`src/sdram_timing_pkg.sv`:
```
// Constants for the SDRAM command timing register block.
// Assumes a 32-bit AXI4-Lite register bus and one system clock.
package sdram_timing_pkg;

  // ****************************************
  // Register map
  // ****************************************
  localparam int ADDR_W = 32;
  localparam logic [ADDR_W-1:0] SELF_REFRESH_EXIT_TIME_ADDR = 32'h80008038;
  localparam logic [ADDR_W-1:0] LAST_DATA_OUT_TO_ACTIVE_TIME_ADDR = 32'h8000803C;
  localparam logic [ADDR_W-1:0] DATA_IN_TO_ACTIVE_TIME_ADDR = 32'h80008040;
  localparam logic [ADDR_W-1:0] WRITE_RECOVERY_TIME_ADDR = 32'h80008044;
  localparam logic [ADDR_W-1:0] ACTIVE_TO_ACTIVE_PERIOD_ADDR = 32'h80008048;
  // Sequencer pacing status register
  localparam logic [ADDR_W-1:0] PACING_STATUS_ADDR = 32'h8000805C;

  // ****************************************
  // Field widths and reset values
  // ****************************************
  localparam int NARROW_W = 4;
  localparam int WIDE_W = 5;
  localparam logic [NARROW_W-1:0] NARROW_RESET = 4'hF;
  localparam logic [WIDE_W-1:0] WIDE_RESET = 5'h1F;
  localparam int NUM_TIMERS = 5;

  // Timer index per command pair
  localparam int TMR_EXIT = 0;
  localparam int TMR_READ = 1;
  localparam int TMR_WRITE = 2;
  localparam int TMR_RECOVERY = 3;
  localparam int TMR_ACTIVATE = 4;

  // ****************************************
  // Bus answers
  // ****************************************
  localparam logic [1:0] RESP_OKAY = 2'h0;
  localparam logic [1:0] RESP_SLVERR = 2'h2;

  typedef enum logic [1:0] {
    BUS_IDLE = 2'b00,
    BUS_WAIT = 2'b01,
    BUS_RESP = 2'b10
  } bus_state_e;

endpackage

```
`src/interval_timer.sv`:
```
// One command interval timer: a load starts N+1 cycles of blocking.
// Assumes the interval value is stable while the timer runs.
`timescale 1ns/10ps
module interval_timer #(
  parameter int W = 4
) (
  // Clock and reset
  input wire logic clk_sys_i,
  input wire logic rst_b_i,
  // Control
  input wire logic start_i,
  input wire logic [W-1:0] interval_i,
  // Status
  output logic busy_o
);

  logic [W:0] count_r;
  logic [W:0] count_nxt;

  // Refuse a zero-width interval
  if (W < 1) begin : g_bad_w
    $error("interval_timer: W must be at least 1");
  end

  // Load N+1, count down to zero
  assign count_nxt = start_i ? ({1'b0, interval_i} + {{W{1'b0}}, 1'b1}) :
                     (count_r != '0) ? count_r - {{W{1'b0}}, 1'b1} : count_r;
  assign busy_o = (count_r != '0);

  always_ff @(posedge clk_sys_i) begin
    if (!rst_b_i) begin
      count_r <= '0;
    end else begin
      count_r <= count_nxt;
    end
  end

endmodule

```
`src/sdram_command_timing_regs.sv`:
```
// SDRAM command timing registers with the pacing timers that use them.
// Assumes an AXI4-Lite master on the system clock and a sequencer that
// raises event strobes and honours the matching hold-off outputs.
`timescale 1ns/10ps

module sdram_command_timing_regs (
  // Clock and reset
  input wire logic clk_sys_i,
  input wire logic rst_b_i,
  // AXI4-Lite write address and data
  input wire logic [31:0] s_axi_awaddr,
  input wire logic s_axi_awvalid,
  output logic s_axi_awready,
  input wire logic [31:0] s_axi_wdata,
  input wire logic [3:0] s_axi_wstrb,
  input wire logic s_axi_wvalid,
  output logic s_axi_wready,
  // AXI4-Lite write response
  output logic [1:0] s_axi_bresp,
  output logic s_axi_bvalid,
  input wire logic s_axi_bready,
  // AXI4-Lite read
  input wire logic [31:0] s_axi_araddr,
  input wire logic s_axi_arvalid,
  output logic s_axi_arready,
  output logic [31:0] s_axi_rdata,
  output logic [1:0] s_axi_rresp,
  output logic s_axi_rvalid,
  input wire logic s_axi_rready,
  // Sequencer events
  input wire logic self_refresh_exit_i,
  input wire logic last_data_out_i,
  input wire logic last_data_in_i,
  input wire logic activate_i,
  // Sequencer hold-offs
  output logic hold_activate_o,
  output logic hold_precharge_o
);

  // ****************************************
  // Timing registers
  // ****************************************
  logic [sdram_timing_pkg::NARROW_W-1:0] srex_r;
  logic [sdram_timing_pkg::NARROW_W-1:0] apr_r;
  logic [sdram_timing_pkg::NARROW_W-1:0] dal_r;
  logic [sdram_timing_pkg::NARROW_W-1:0] wr_r;
  logic [sdram_timing_pkg::WIDE_W-1:0] rc_r;

  // ****************************************
  // Write channel
  // ****************************************
  logic aw_held_r;
  logic w_held_r;
  logic [31:0] awaddr_r;
  logic [31:0] wdata_r;
  logic wstrb0_r;
  logic wr_wait_r;
  logic bvalid_r;
  logic [1:0] bresp_r;
  wire aw_take = s_axi_awvalid && s_axi_awready;
  wire w_take = s_axi_wvalid && s_axi_wready;
  wire wr_both = (aw_held_r || aw_take) && (w_held_r || w_take) && !wr_wait_r && !bvalid_r;
  wire wr_commit = wr_wait_r;
  wire wr_hit_srex = (awaddr_r == sdram_timing_pkg::SELF_REFRESH_EXIT_TIME_ADDR);
  wire wr_hit_apr = (awaddr_r == sdram_timing_pkg::LAST_DATA_OUT_TO_ACTIVE_TIME_ADDR);
  wire wr_hit_dal = (awaddr_r == sdram_timing_pkg::DATA_IN_TO_ACTIVE_TIME_ADDR);
  wire wr_hit_wr = (awaddr_r == sdram_timing_pkg::WRITE_RECOVERY_TIME_ADDR);
  wire wr_hit_rc = (awaddr_r == sdram_timing_pkg::ACTIVE_TO_ACTIVE_PERIOD_ADDR);
  wire wr_hit_stat = (awaddr_r == sdram_timing_pkg::PACING_STATUS_ADDR);
  wire wr_mapped = wr_hit_srex || wr_hit_apr || wr_hit_dal || wr_hit_wr || wr_hit_rc || wr_hit_stat;
  wire wr_en = wr_commit && wstrb0_r;

  assign s_axi_awready = !aw_held_r && !wr_wait_r && !bvalid_r;
  assign s_axi_wready = !w_held_r && !wr_wait_r && !bvalid_r;
  assign s_axi_bvalid = bvalid_r;
  assign s_axi_bresp = bresp_r;

  always_ff @(posedge clk_sys_i) begin
    if (!rst_b_i) begin
      aw_held_r <= 1'b0;
      w_held_r <= 1'b0;
      awaddr_r <= '0;
      wdata_r <= '0;
      wstrb0_r <= 1'b0;
    end else begin
      if (aw_take) begin
        awaddr_r <= s_axi_awaddr;
      end
      if (w_take) begin
        wdata_r <= s_axi_wdata;
        wstrb0_r <= s_axi_wstrb[0];
      end
      aw_held_r <= wr_both ? 1'b0 : (aw_held_r || aw_take);
      w_held_r <= wr_both ? 1'b0 : (w_held_r || w_take);
    end
  end

  // One wait state between taking both halves and the response
  always_ff @(posedge clk_sys_i) begin
    if (!rst_b_i) begin
      wr_wait_r <= 1'b0;
      bvalid_r <= 1'b0;
      bresp_r <= sdram_timing_pkg::RESP_OKAY;
    end else begin
      wr_wait_r <= wr_both;
      if (wr_commit) begin
        bvalid_r <= 1'b1;
        bresp_r <= wr_mapped ? sdram_timing_pkg::RESP_OKAY : sdram_timing_pkg::RESP_SLVERR;
      end else if (s_axi_bready) begin
        bvalid_r <= 1'b0;
      end
    end
  end

  // Reserved upper bits are dropped on write
  always_ff @(posedge clk_sys_i) begin
    if (!rst_b_i) begin
      srex_r <= sdram_timing_pkg::NARROW_RESET;
      apr_r <= sdram_timing_pkg::NARROW_RESET;
      dal_r <= sdram_timing_pkg::NARROW_RESET;
      wr_r <= sdram_timing_pkg::NARROW_RESET;
      rc_r <= sdram_timing_pkg::WIDE_RESET;
    end else if (wr_en) begin
      if (wr_hit_srex) srex_r <= wdata_r[sdram_timing_pkg::NARROW_W-1:0];
      if (wr_hit_apr) apr_r <= wdata_r[sdram_timing_pkg::NARROW_W-1:0];
      if (wr_hit_dal) dal_r <= wdata_r[sdram_timing_pkg::NARROW_W-1:0];
      if (wr_hit_wr) wr_r <= wdata_r[sdram_timing_pkg::NARROW_W-1:0];
      if (wr_hit_rc) rc_r <= wdata_r[sdram_timing_pkg::WIDE_W-1:0];
    end
  end

  // ****************************************
  // Read channel
  // ****************************************
  sdram_timing_pkg::bus_state_e rd_state_r;
  sdram_timing_pkg::bus_state_e rd_state_nxt;
  logic [31:0] araddr_r;
  logic [31:0] rdata_r;
  logic [1:0] rresp_r;
  logic [sdram_timing_pkg::NUM_TIMERS-1:0] busy;
  wire rd_hit_srex = (araddr_r == sdram_timing_pkg::SELF_REFRESH_EXIT_TIME_ADDR);
  wire rd_hit_apr = (araddr_r == sdram_timing_pkg::LAST_DATA_OUT_TO_ACTIVE_TIME_ADDR);
  wire rd_hit_dal = (araddr_r == sdram_timing_pkg::DATA_IN_TO_ACTIVE_TIME_ADDR);
  wire rd_hit_wr = (araddr_r == sdram_timing_pkg::WRITE_RECOVERY_TIME_ADDR);
  wire rd_hit_rc = (araddr_r == sdram_timing_pkg::ACTIVE_TO_ACTIVE_PERIOD_ADDR);
  wire rd_hit_stat = (araddr_r == sdram_timing_pkg::PACING_STATUS_ADDR);
  wire rd_mapped = rd_hit_srex || rd_hit_apr || rd_hit_dal || rd_hit_wr || rd_hit_rc || rd_hit_stat;
  // Reserved bits read as zero
  wire [31:0] rd_mux =
    rd_hit_srex ? {28'h0000000, srex_r} :
    rd_hit_apr ? {28'h0000000, apr_r} :
    rd_hit_dal ? {28'h0000000, dal_r} :
    rd_hit_wr ? {28'h0000000, wr_r} :
    rd_hit_rc ? {27'h0000000, rc_r} :
    rd_hit_stat ? {27'h0000000, busy} : 32'h00000000;

  assign s_axi_arready = (rd_state_r == sdram_timing_pkg::BUS_IDLE);
  assign s_axi_rvalid = (rd_state_r == sdram_timing_pkg::BUS_RESP);
  assign s_axi_rdata = rdata_r;
  assign s_axi_rresp = rresp_r;

  always_comb begin
    case (rd_state_r)
      sdram_timing_pkg::BUS_IDLE: begin
        rd_state_nxt = s_axi_arvalid ? sdram_timing_pkg::BUS_WAIT : sdram_timing_pkg::BUS_IDLE;
      end
      sdram_timing_pkg::BUS_WAIT: begin
        rd_state_nxt = sdram_timing_pkg::BUS_RESP;
      end
      sdram_timing_pkg::BUS_RESP: begin
        rd_state_nxt = s_axi_rready ? sdram_timing_pkg::BUS_IDLE : sdram_timing_pkg::BUS_RESP;
      end
      default: begin
        rd_state_nxt = sdram_timing_pkg::BUS_IDLE;
      end
    endcase
  end

  always_ff @(posedge clk_sys_i) begin
    if (!rst_b_i) begin
      rd_state_r <= sdram_timing_pkg::BUS_IDLE;
      araddr_r <= '0;
      rdata_r <= '0;
      rresp_r <= sdram_timing_pkg::RESP_OKAY;
    end else begin
      rd_state_r <= rd_state_nxt;
      if (s_axi_arvalid && s_axi_arready) begin
        araddr_r <= s_axi_araddr;
      end
      if (rd_state_r == sdram_timing_pkg::BUS_WAIT) begin
        rdata_r <= rd_mux;
        rresp_r <= rd_mapped ? sdram_timing_pkg::RESP_OKAY : sdram_timing_pkg::RESP_SLVERR;
      end
    end
  end

  // ****************************************
  // Command pacing timers
  // ****************************************
  // Widened copies so one generate loop serves all pairs
  logic [sdram_timing_pkg::WIDE_W-1:0] interval [sdram_timing_pkg::NUM_TIMERS];
  logic [sdram_timing_pkg::NUM_TIMERS-1:0] start;
  // Widening below assumes the wide field is one bit wider
  if (sdram_timing_pkg::WIDE_W != sdram_timing_pkg::NARROW_W + 1) begin : g_bad_width
    $error("sdram_command_timing_regs: wide field must be one bit wider than narrow field");
  end
  assign interval[sdram_timing_pkg::TMR_EXIT] = {1'b0, srex_r};
  assign interval[sdram_timing_pkg::TMR_READ] = {1'b0, apr_r};
  assign interval[sdram_timing_pkg::TMR_WRITE] = {1'b0, dal_r};
  assign interval[sdram_timing_pkg::TMR_RECOVERY] = {1'b0, wr_r};
  assign interval[sdram_timing_pkg::TMR_ACTIVATE] = rc_r;
  assign start[sdram_timing_pkg::TMR_EXIT] = self_refresh_exit_i;
  assign start[sdram_timing_pkg::TMR_READ] = last_data_out_i;
  assign start[sdram_timing_pkg::TMR_WRITE] = last_data_in_i;
  assign start[sdram_timing_pkg::TMR_RECOVERY] = last_data_in_i;
  assign start[sdram_timing_pkg::TMR_ACTIVATE] = activate_i;

  genvar g;
  generate
    for (g = 0; g < sdram_timing_pkg::NUM_TIMERS; g++) begin : g_timer
      interval_timer #(
        .W(sdram_timing_pkg::WIDE_W)
      ) u_timer (
        .clk_sys_i(clk_sys_i),
        .rst_b_i(rst_b_i),
        .start_i(start[g]),
        .interval_i(interval[g]),
        .busy_o(busy[g])
      );
    end
  endgenerate

  // Activate waits on exit, read-out, write-in and activate intervals
  assign hold_activate_o = busy[sdram_timing_pkg::TMR_EXIT] || busy[sdram_timing_pkg::TMR_READ] ||
                           busy[sdram_timing_pkg::TMR_WRITE] || busy[sdram_timing_pkg::TMR_ACTIVATE];
  // Precharge waits on write recovery
  assign hold_precharge_o = busy[sdram_timing_pkg::TMR_RECOVERY];

endmodule

```
`config.mk`:
```
export PLATFORM = sky130hd
export DESIGN_NAME = sdram_command_timing_regs
export DESIGN_NICKNAME = d
export VERILOG_FILES = /design/src/sdram_timing_pkg.sv /design/src/interval_timer.sv /design/src/sdram_command_timing_regs.sv
export SDC_FILE = /design/constraint.sdc
export NUM_CORES = 1
export LEC_CHECK = 0
export ABC_AREA = 1
export BUFFER_PORTS_ARGS = -buffer_cell sky130_fd_sc_hd__buf_4
export CORE_ASPECT_RATIO = 1.5
export CORE_MARGIN = 1
export CORE_UTILIZATION = 32
export CTS_BUF_LIST = sky130_fd_sc_hd__clkbuf_2
export DETAILED_ROUTE_END_ITERATION = 8
export GPL_TIMING_DRIVEN = 1
export HOLD_SLACK_MARGIN = 0.1
export PLACE_DENSITY = 0.61
export SLEW_MARGIN = 15
export SYNTH_ARGS = -nofsm -noshare
export SYNTH_HDL_FRONTEND = slang
export SYNTH_SLANG_ARGS = --single-unit
```
`constraint.sdc`:
```
create_clock -name clk_sys_i -period 1.9 [get_ports clk_sys_i]
set_clock_uncertainty 0.1 [all_clocks]
set_input_delay 0.285 -clock clk_sys_i [delete_from_list [all_inputs] [get_ports clk_sys_i]]
set_output_delay 0.285 -clock clk_sys_i [all_outputs]
set_load 0.01 [all_outputs]
```
# Word level (Yosys, flattened, before mapping)
# Index checks and enable logic that the tools add are counted.
# W data, S select, Z words.
# totals
regBits	163
in_bits	111
# classes
add_sub_neg	10
n_eq_ne	14
muxes	23
bitwise_logic	1
reduce_logical	48
# ops
cell	n
$eq A32 B32 Y1 const B	12
$mux W6	10
$mux W5	6
$reduce_bool A6 Y1	5
$sub A6 B1 Y6 const B	5
$add A4 B1 Y5 const B	4
$logic_or A1 B1 Y1	15
$reduce_bool A2 Y1	6
$logic_and A1 B1 Y1	11
$reduce_and A2 Y1	5
$add A5 B1 Y6 const B	1
$mux W2	3
$pmux W2 S3	1
$logic_not A1 Y1	4
$mux W1	3
$eq A2 B1 Y1 const B	1
$eq A2 B2 Y1 const B	1
$logic_not A2 Y1	1
$reduce_or A2 Y1	1
$not A1 Y1	1

# Logic depth before layout (Yosys ltp)
# depth
word_depth	9
ltp_mapped	11
ltp_nobuf	11

# Hierarchy
# A second synthesis with hierarchy kept.
# unflattened
cells_unflattened	996
area_unflattened_um2	6971.7
# modules_own_cells
module	n_inst	cells_each	area_per_inst_um2
sdram_command_timing_regs	1	626	4619.4
interval_timer	5	74	470.5

# Worst setup path before layout
# OpenSTA, ideal clock, no wires.
# synth_timing
kind	register -> register
startpoint	reg wr_wait_r, in the netlist wr_commit
endpoint	reg wdata_r[1]
t_arrival_ns	1.240
t_required_ns	1.673
slack_ns	0.434
path_stages_with_launch	8
cell_sequence	dfxtp_1 -> nor2_2 -> inv_2 -> nor2_1 -> nand2_1 -> clkbuf_1 -> o21ai_0 -> a21oi_1
# synth_between
elab_chain_len	4
# synth_rtl
item	line_no	source
start, declared	sdram_command_timing_regs.sv:57	logic wr_wait_r;
start signal, assigned	sdram_command_timing_regs.sv:105	wr_wait_r <= wr_both;
$logic_not A1 Y1	sdram_command_timing_regs.sv:74	assign s_axi_wready = !w_held_r && !wr_wait_r && !bvalid_r;
$logic_and A1 B1 Y1 (2 in a row)	sdram_command_timing_regs.sv:74	
net s_axi_wready	sdram_command_timing_regs.sv:17	output logic s_axi_wready,
$logic_and A1 B1 Y1	sdram_command_timing_regs.sv:61	wire w_take = s_axi_wvalid && s_axi_wready;
end signal, assigned	sdram_command_timing_regs.sv:90	wdata_r <= s_axi_wdata;
end, declared	sdram_command_timing_regs.sv:55	logic [31:0] wdata_r;
# The timed path passes the listed nets, and every way through them passes these cells.
# A chain may end at the register's enable or synchronous reset.

# Worst setup path in the final report
# layout_timing
startpoint	reg g_timer[2].u_timer.count_r[0]
endpoint	out hold_activate_o
# layout_between
elab_chain_len	3
# layout_rtl
item	line_no	source
start, declared	interval_timer.sv:17	logic [W:0] count_r;
start signal, assigned	interval_timer.sv:34	count_r <= count_nxt;
$reduce_bool A6 Y1	interval_timer.sv:28	assign busy_o = (count_r != '0);
$logic_or A1 B1 Y1	sdram_command_timing_regs.sv:234	assign hold_activate_o = busy[sdram_timing_pkg::TMR_EXIT] || busy[sdram_timing_pkg::TMR_READ] ||
$logic_or A1 B1 Y1	sdram_command_timing_regs.sv:235	busy[sdram_timing_pkg::TMR_WRITE] || busy[sdram_timing_pkg::TMR_ACTIVATE];
end, declared	sdram_command_timing_regs.sv:36	output logic hold_activate_o,
# Every way passes these cells.

==> results.cfg <==
[logic_synthesis]
synthFlopType = dfxtp_1
syn_inst = 898
syn-cell-area_sq_um = 6610
ys_ff_latch = 134
async_reset_ff_frac = 0
yosysTopAreaCell = dfxtp_1
ys_types = 45
avgSynthCellArea_sq_um = 7.36
ys_top_cells_by_area = dfxtp_1 41%, nand2_1 7.8%, a21oi_1 6.4%
yosysTopAreaCellShare = 0.406
yosysWarningCount = 0
synth-seq-area-share = 0.406
synth_edf_count = 0

[timing]
finalMaxSlewViolations = 0
max_freq_mhz = 446
fin_crit_ns = 2.24
setup_ws_ns = -0.342
setup_violations = 1
hold_violations = 0
rsz0062_at_grt = true
worstMarginPinSlew_ns = 0.486
slew_headroom = 0.673
period_share = 1.18

[run_status]
failed_checks = negative setup slack
status = complete, but fails checks

[drt]
vias = 6651
dr.pass1.iters = 5
wl_per_cell_microns = 12.6
drc = 0
ant_nets = 0
drtIter0Drc = 327
drt-total-wl_microns = 17800
avgViaCountPerCell = 4.72

[floorplan]
rows = 64
die_height_microns = 178
die_w_microns = 119
start_util = 0.325
die_area_sq_um = 21200
io_pins = 154
core_area_sq_um = 20300

[global_route]
grt_max_degree = 64
gr-total-overflow = 0
grt_pass1_vias = 6370
antenna_found_initial = 1
grt_pass1_wl_microns = 28700
grt_usage = 0.168

[clocking]
cts_tree = yes
cts_max_path_buffers = 2
cts_sinks = 134
clock_tree.root_cell = clkbuf_2
path_clk_slew_ns = 0.19
h-tree-depth = 4
numCtsBuffers = 17
clk_latency_ns = 0.69

[worst_setup_path]
cp.arrival_ns = 1.86
reg2reg_depth = 8
start_kind = flop
path_max_fanout = 4
path_class = reg2out
max_stage_delay_ns = 0.35
crit_path_frequent_cell = nand4_1
path_cells = inv_1 > ha_1 > nand4_1 > inv_2 > nand4_1 > buf_4
critPathCaptureType = output pin
cpMaxStageDelayCell = dfxtp_1
worst_ep_required_time_ns = 1.51

[power_and_ir_drop]
ir_drop_mv = 0.544
power_frac_seq = 0.452
p_int_mw = 4.85
pwr-share-clk = 0.258
switchingPower_mw = 2.43
p_comb_frac = 0.290
p_per_area_nw_per_um2 = 784
p_leak_nw = 4.17
swShare = 0.334
power_mw = 7.28

[final_layout]
fin_nets = 1259
final_cell_mix = 134 x nand2_1, 123 x buf_4, 120 x dfxtp_1
area_delta_synth_final_pct = 40.5
drive_above_1_share = 0.231
final_common_cell = nand2_1

[min_path]
min_path_cells = 3
hold_class = in2reg

[placement]
dp_hpwl_microns = 11700
dp_slack_ns = 0.227
port-buffer-count = 94
gp_congestion = 0.864

[job]
maxCapViolCount = 0
## worst paths after layout
| kind | end | startpoint | slack, ns |
|---|---|---|---|
| hold / removal | s_axi_bvalid | s_axi_bready | 0.23 |
| setup reg to reg | awaddr_r[30] | s_axi_bvalid | 0.04 |
| hold reg to reg | araddr_r[20] | araddr_r[20] | 0.36 |
| setup / recovery | hold_activate_o | g_timer[2].u_timer.count_r[0] | -0.34 |
## synthesized netlist by cell type, drive strengths merged, types with 3 or more instances
cell and instances:
nor2 109, ha 15, xnor2 6, nand3 52
dfxtp 134, o22ai 3, xor2 7, clkbuf 27
o21ai 74, inv 112, nand4 21, or2 5
nand2 146, a211oi 12, a31oi 3, a221oi 4
o211ai 21, nor3 13, a21oi 89, a311oi 3
buf 32, nor4 3
## stage by stage
step | instances | hold slack [ns] | util | TNS (ns) | instance area [sq um]
finish | 1410 | 0.235 | 0.456 | -0.342 | 9280
detailed placement | 1240 | 0.334 | 0.371 | 0 | 7540
global placement | 1240 | 0.330 | 0.371 | 0 | 7540
global route | 1410 | 0.166 | 0.456 | -0.870 | 9280
CTS | 1399 | 0.160 | 0.447 | -0.462 | 9090
floorplan | 926 | 0.288 | - | 0 | 6710
## what timing repair did
action / 4_1_cts / 5_1_grt
buffers inserted: 13 / 10
hold buffers: 116 / 0
gates cloned: 0 / 2
setup endpoints to repair: 4 / 51
pin swaps: 4 / 7
hold endpoints to repair: 128 / 0
gates resized for setup: 20 / 38
## critical path, delay by kind of cell (launching register included)
| kind | cells | cell delay (ns) |
|---|---|---|
| DFF | 1 | 0.35 |
| adders and majority gates | 1 | 0.16 |
| and+or+nand+nor | 2 | 0.29 |
| buffers and inverters | 3 | 0.40 |
## flip-flops by register name, indices dropped and copies added (netlist names)
name and count:
wr_commit 1, araddr_r 32, apr_r 4, rd_state_r 2, wr_r 4, wdata_r 5
s_axi_rdata 5, s_axi_bvalid 1, awaddr_r 32, s_axi_rresp 1, s_axi_bresp 1, w_held_r 1
aw_held_r 1, dal_r 4, wstrb0_r 1, rc_r 5, srex_r 4, g_timer.u_timer.count_r 30
## cell type report
type                       instances  area, sq um
antenna                            1         2.50
clock buffer                      17         85.1
inverter                         113          424
sequential                       134         2700
tap                              264          330
timing repair buffer             246         2200
multi-input combinational        621         3360
fill                            2060        11100
clock inverter                    14          175
## cells by family after synthesis
kind of cell               Yosys count  share of synthesized area
AOI/OAI and AO/OA                  211                      0.181
xor gates and xnor gates            13                     0.0172
adders and majority gates           15                     0.0284
buffers and inverters              172                      0.116
DFF                                134                      0.406
other                                1                   0.000568
and+or+nand+nor                    352                      0.251
## routing by layer
metal	up-vias	track usage	part of all wire
met5	-	0	0
met4	0	0.0688	0.024
met3	33	0.0352	0.036
met2	147	0.320	0.54
met1	3079	0.178	0.40
li1	3392	-	-
## power by group through the flow
stage | logic [mW] | registers [mW] | clock network [mW]
4_1_cts | 1.99 | 3.28 | 1.93
5_1_grt | 2.36 | 3.33 | 2.05
3_5_place_dp | 1.65 | 3.33 | 0
2_1_floorplan | 1.18 | 3.30 | 0
6_report | 2.11 | 3.29 | 1.88
3_3_place_gp | 1.63 | 3.32 | 0
Power figures use the tool's default switching activity.
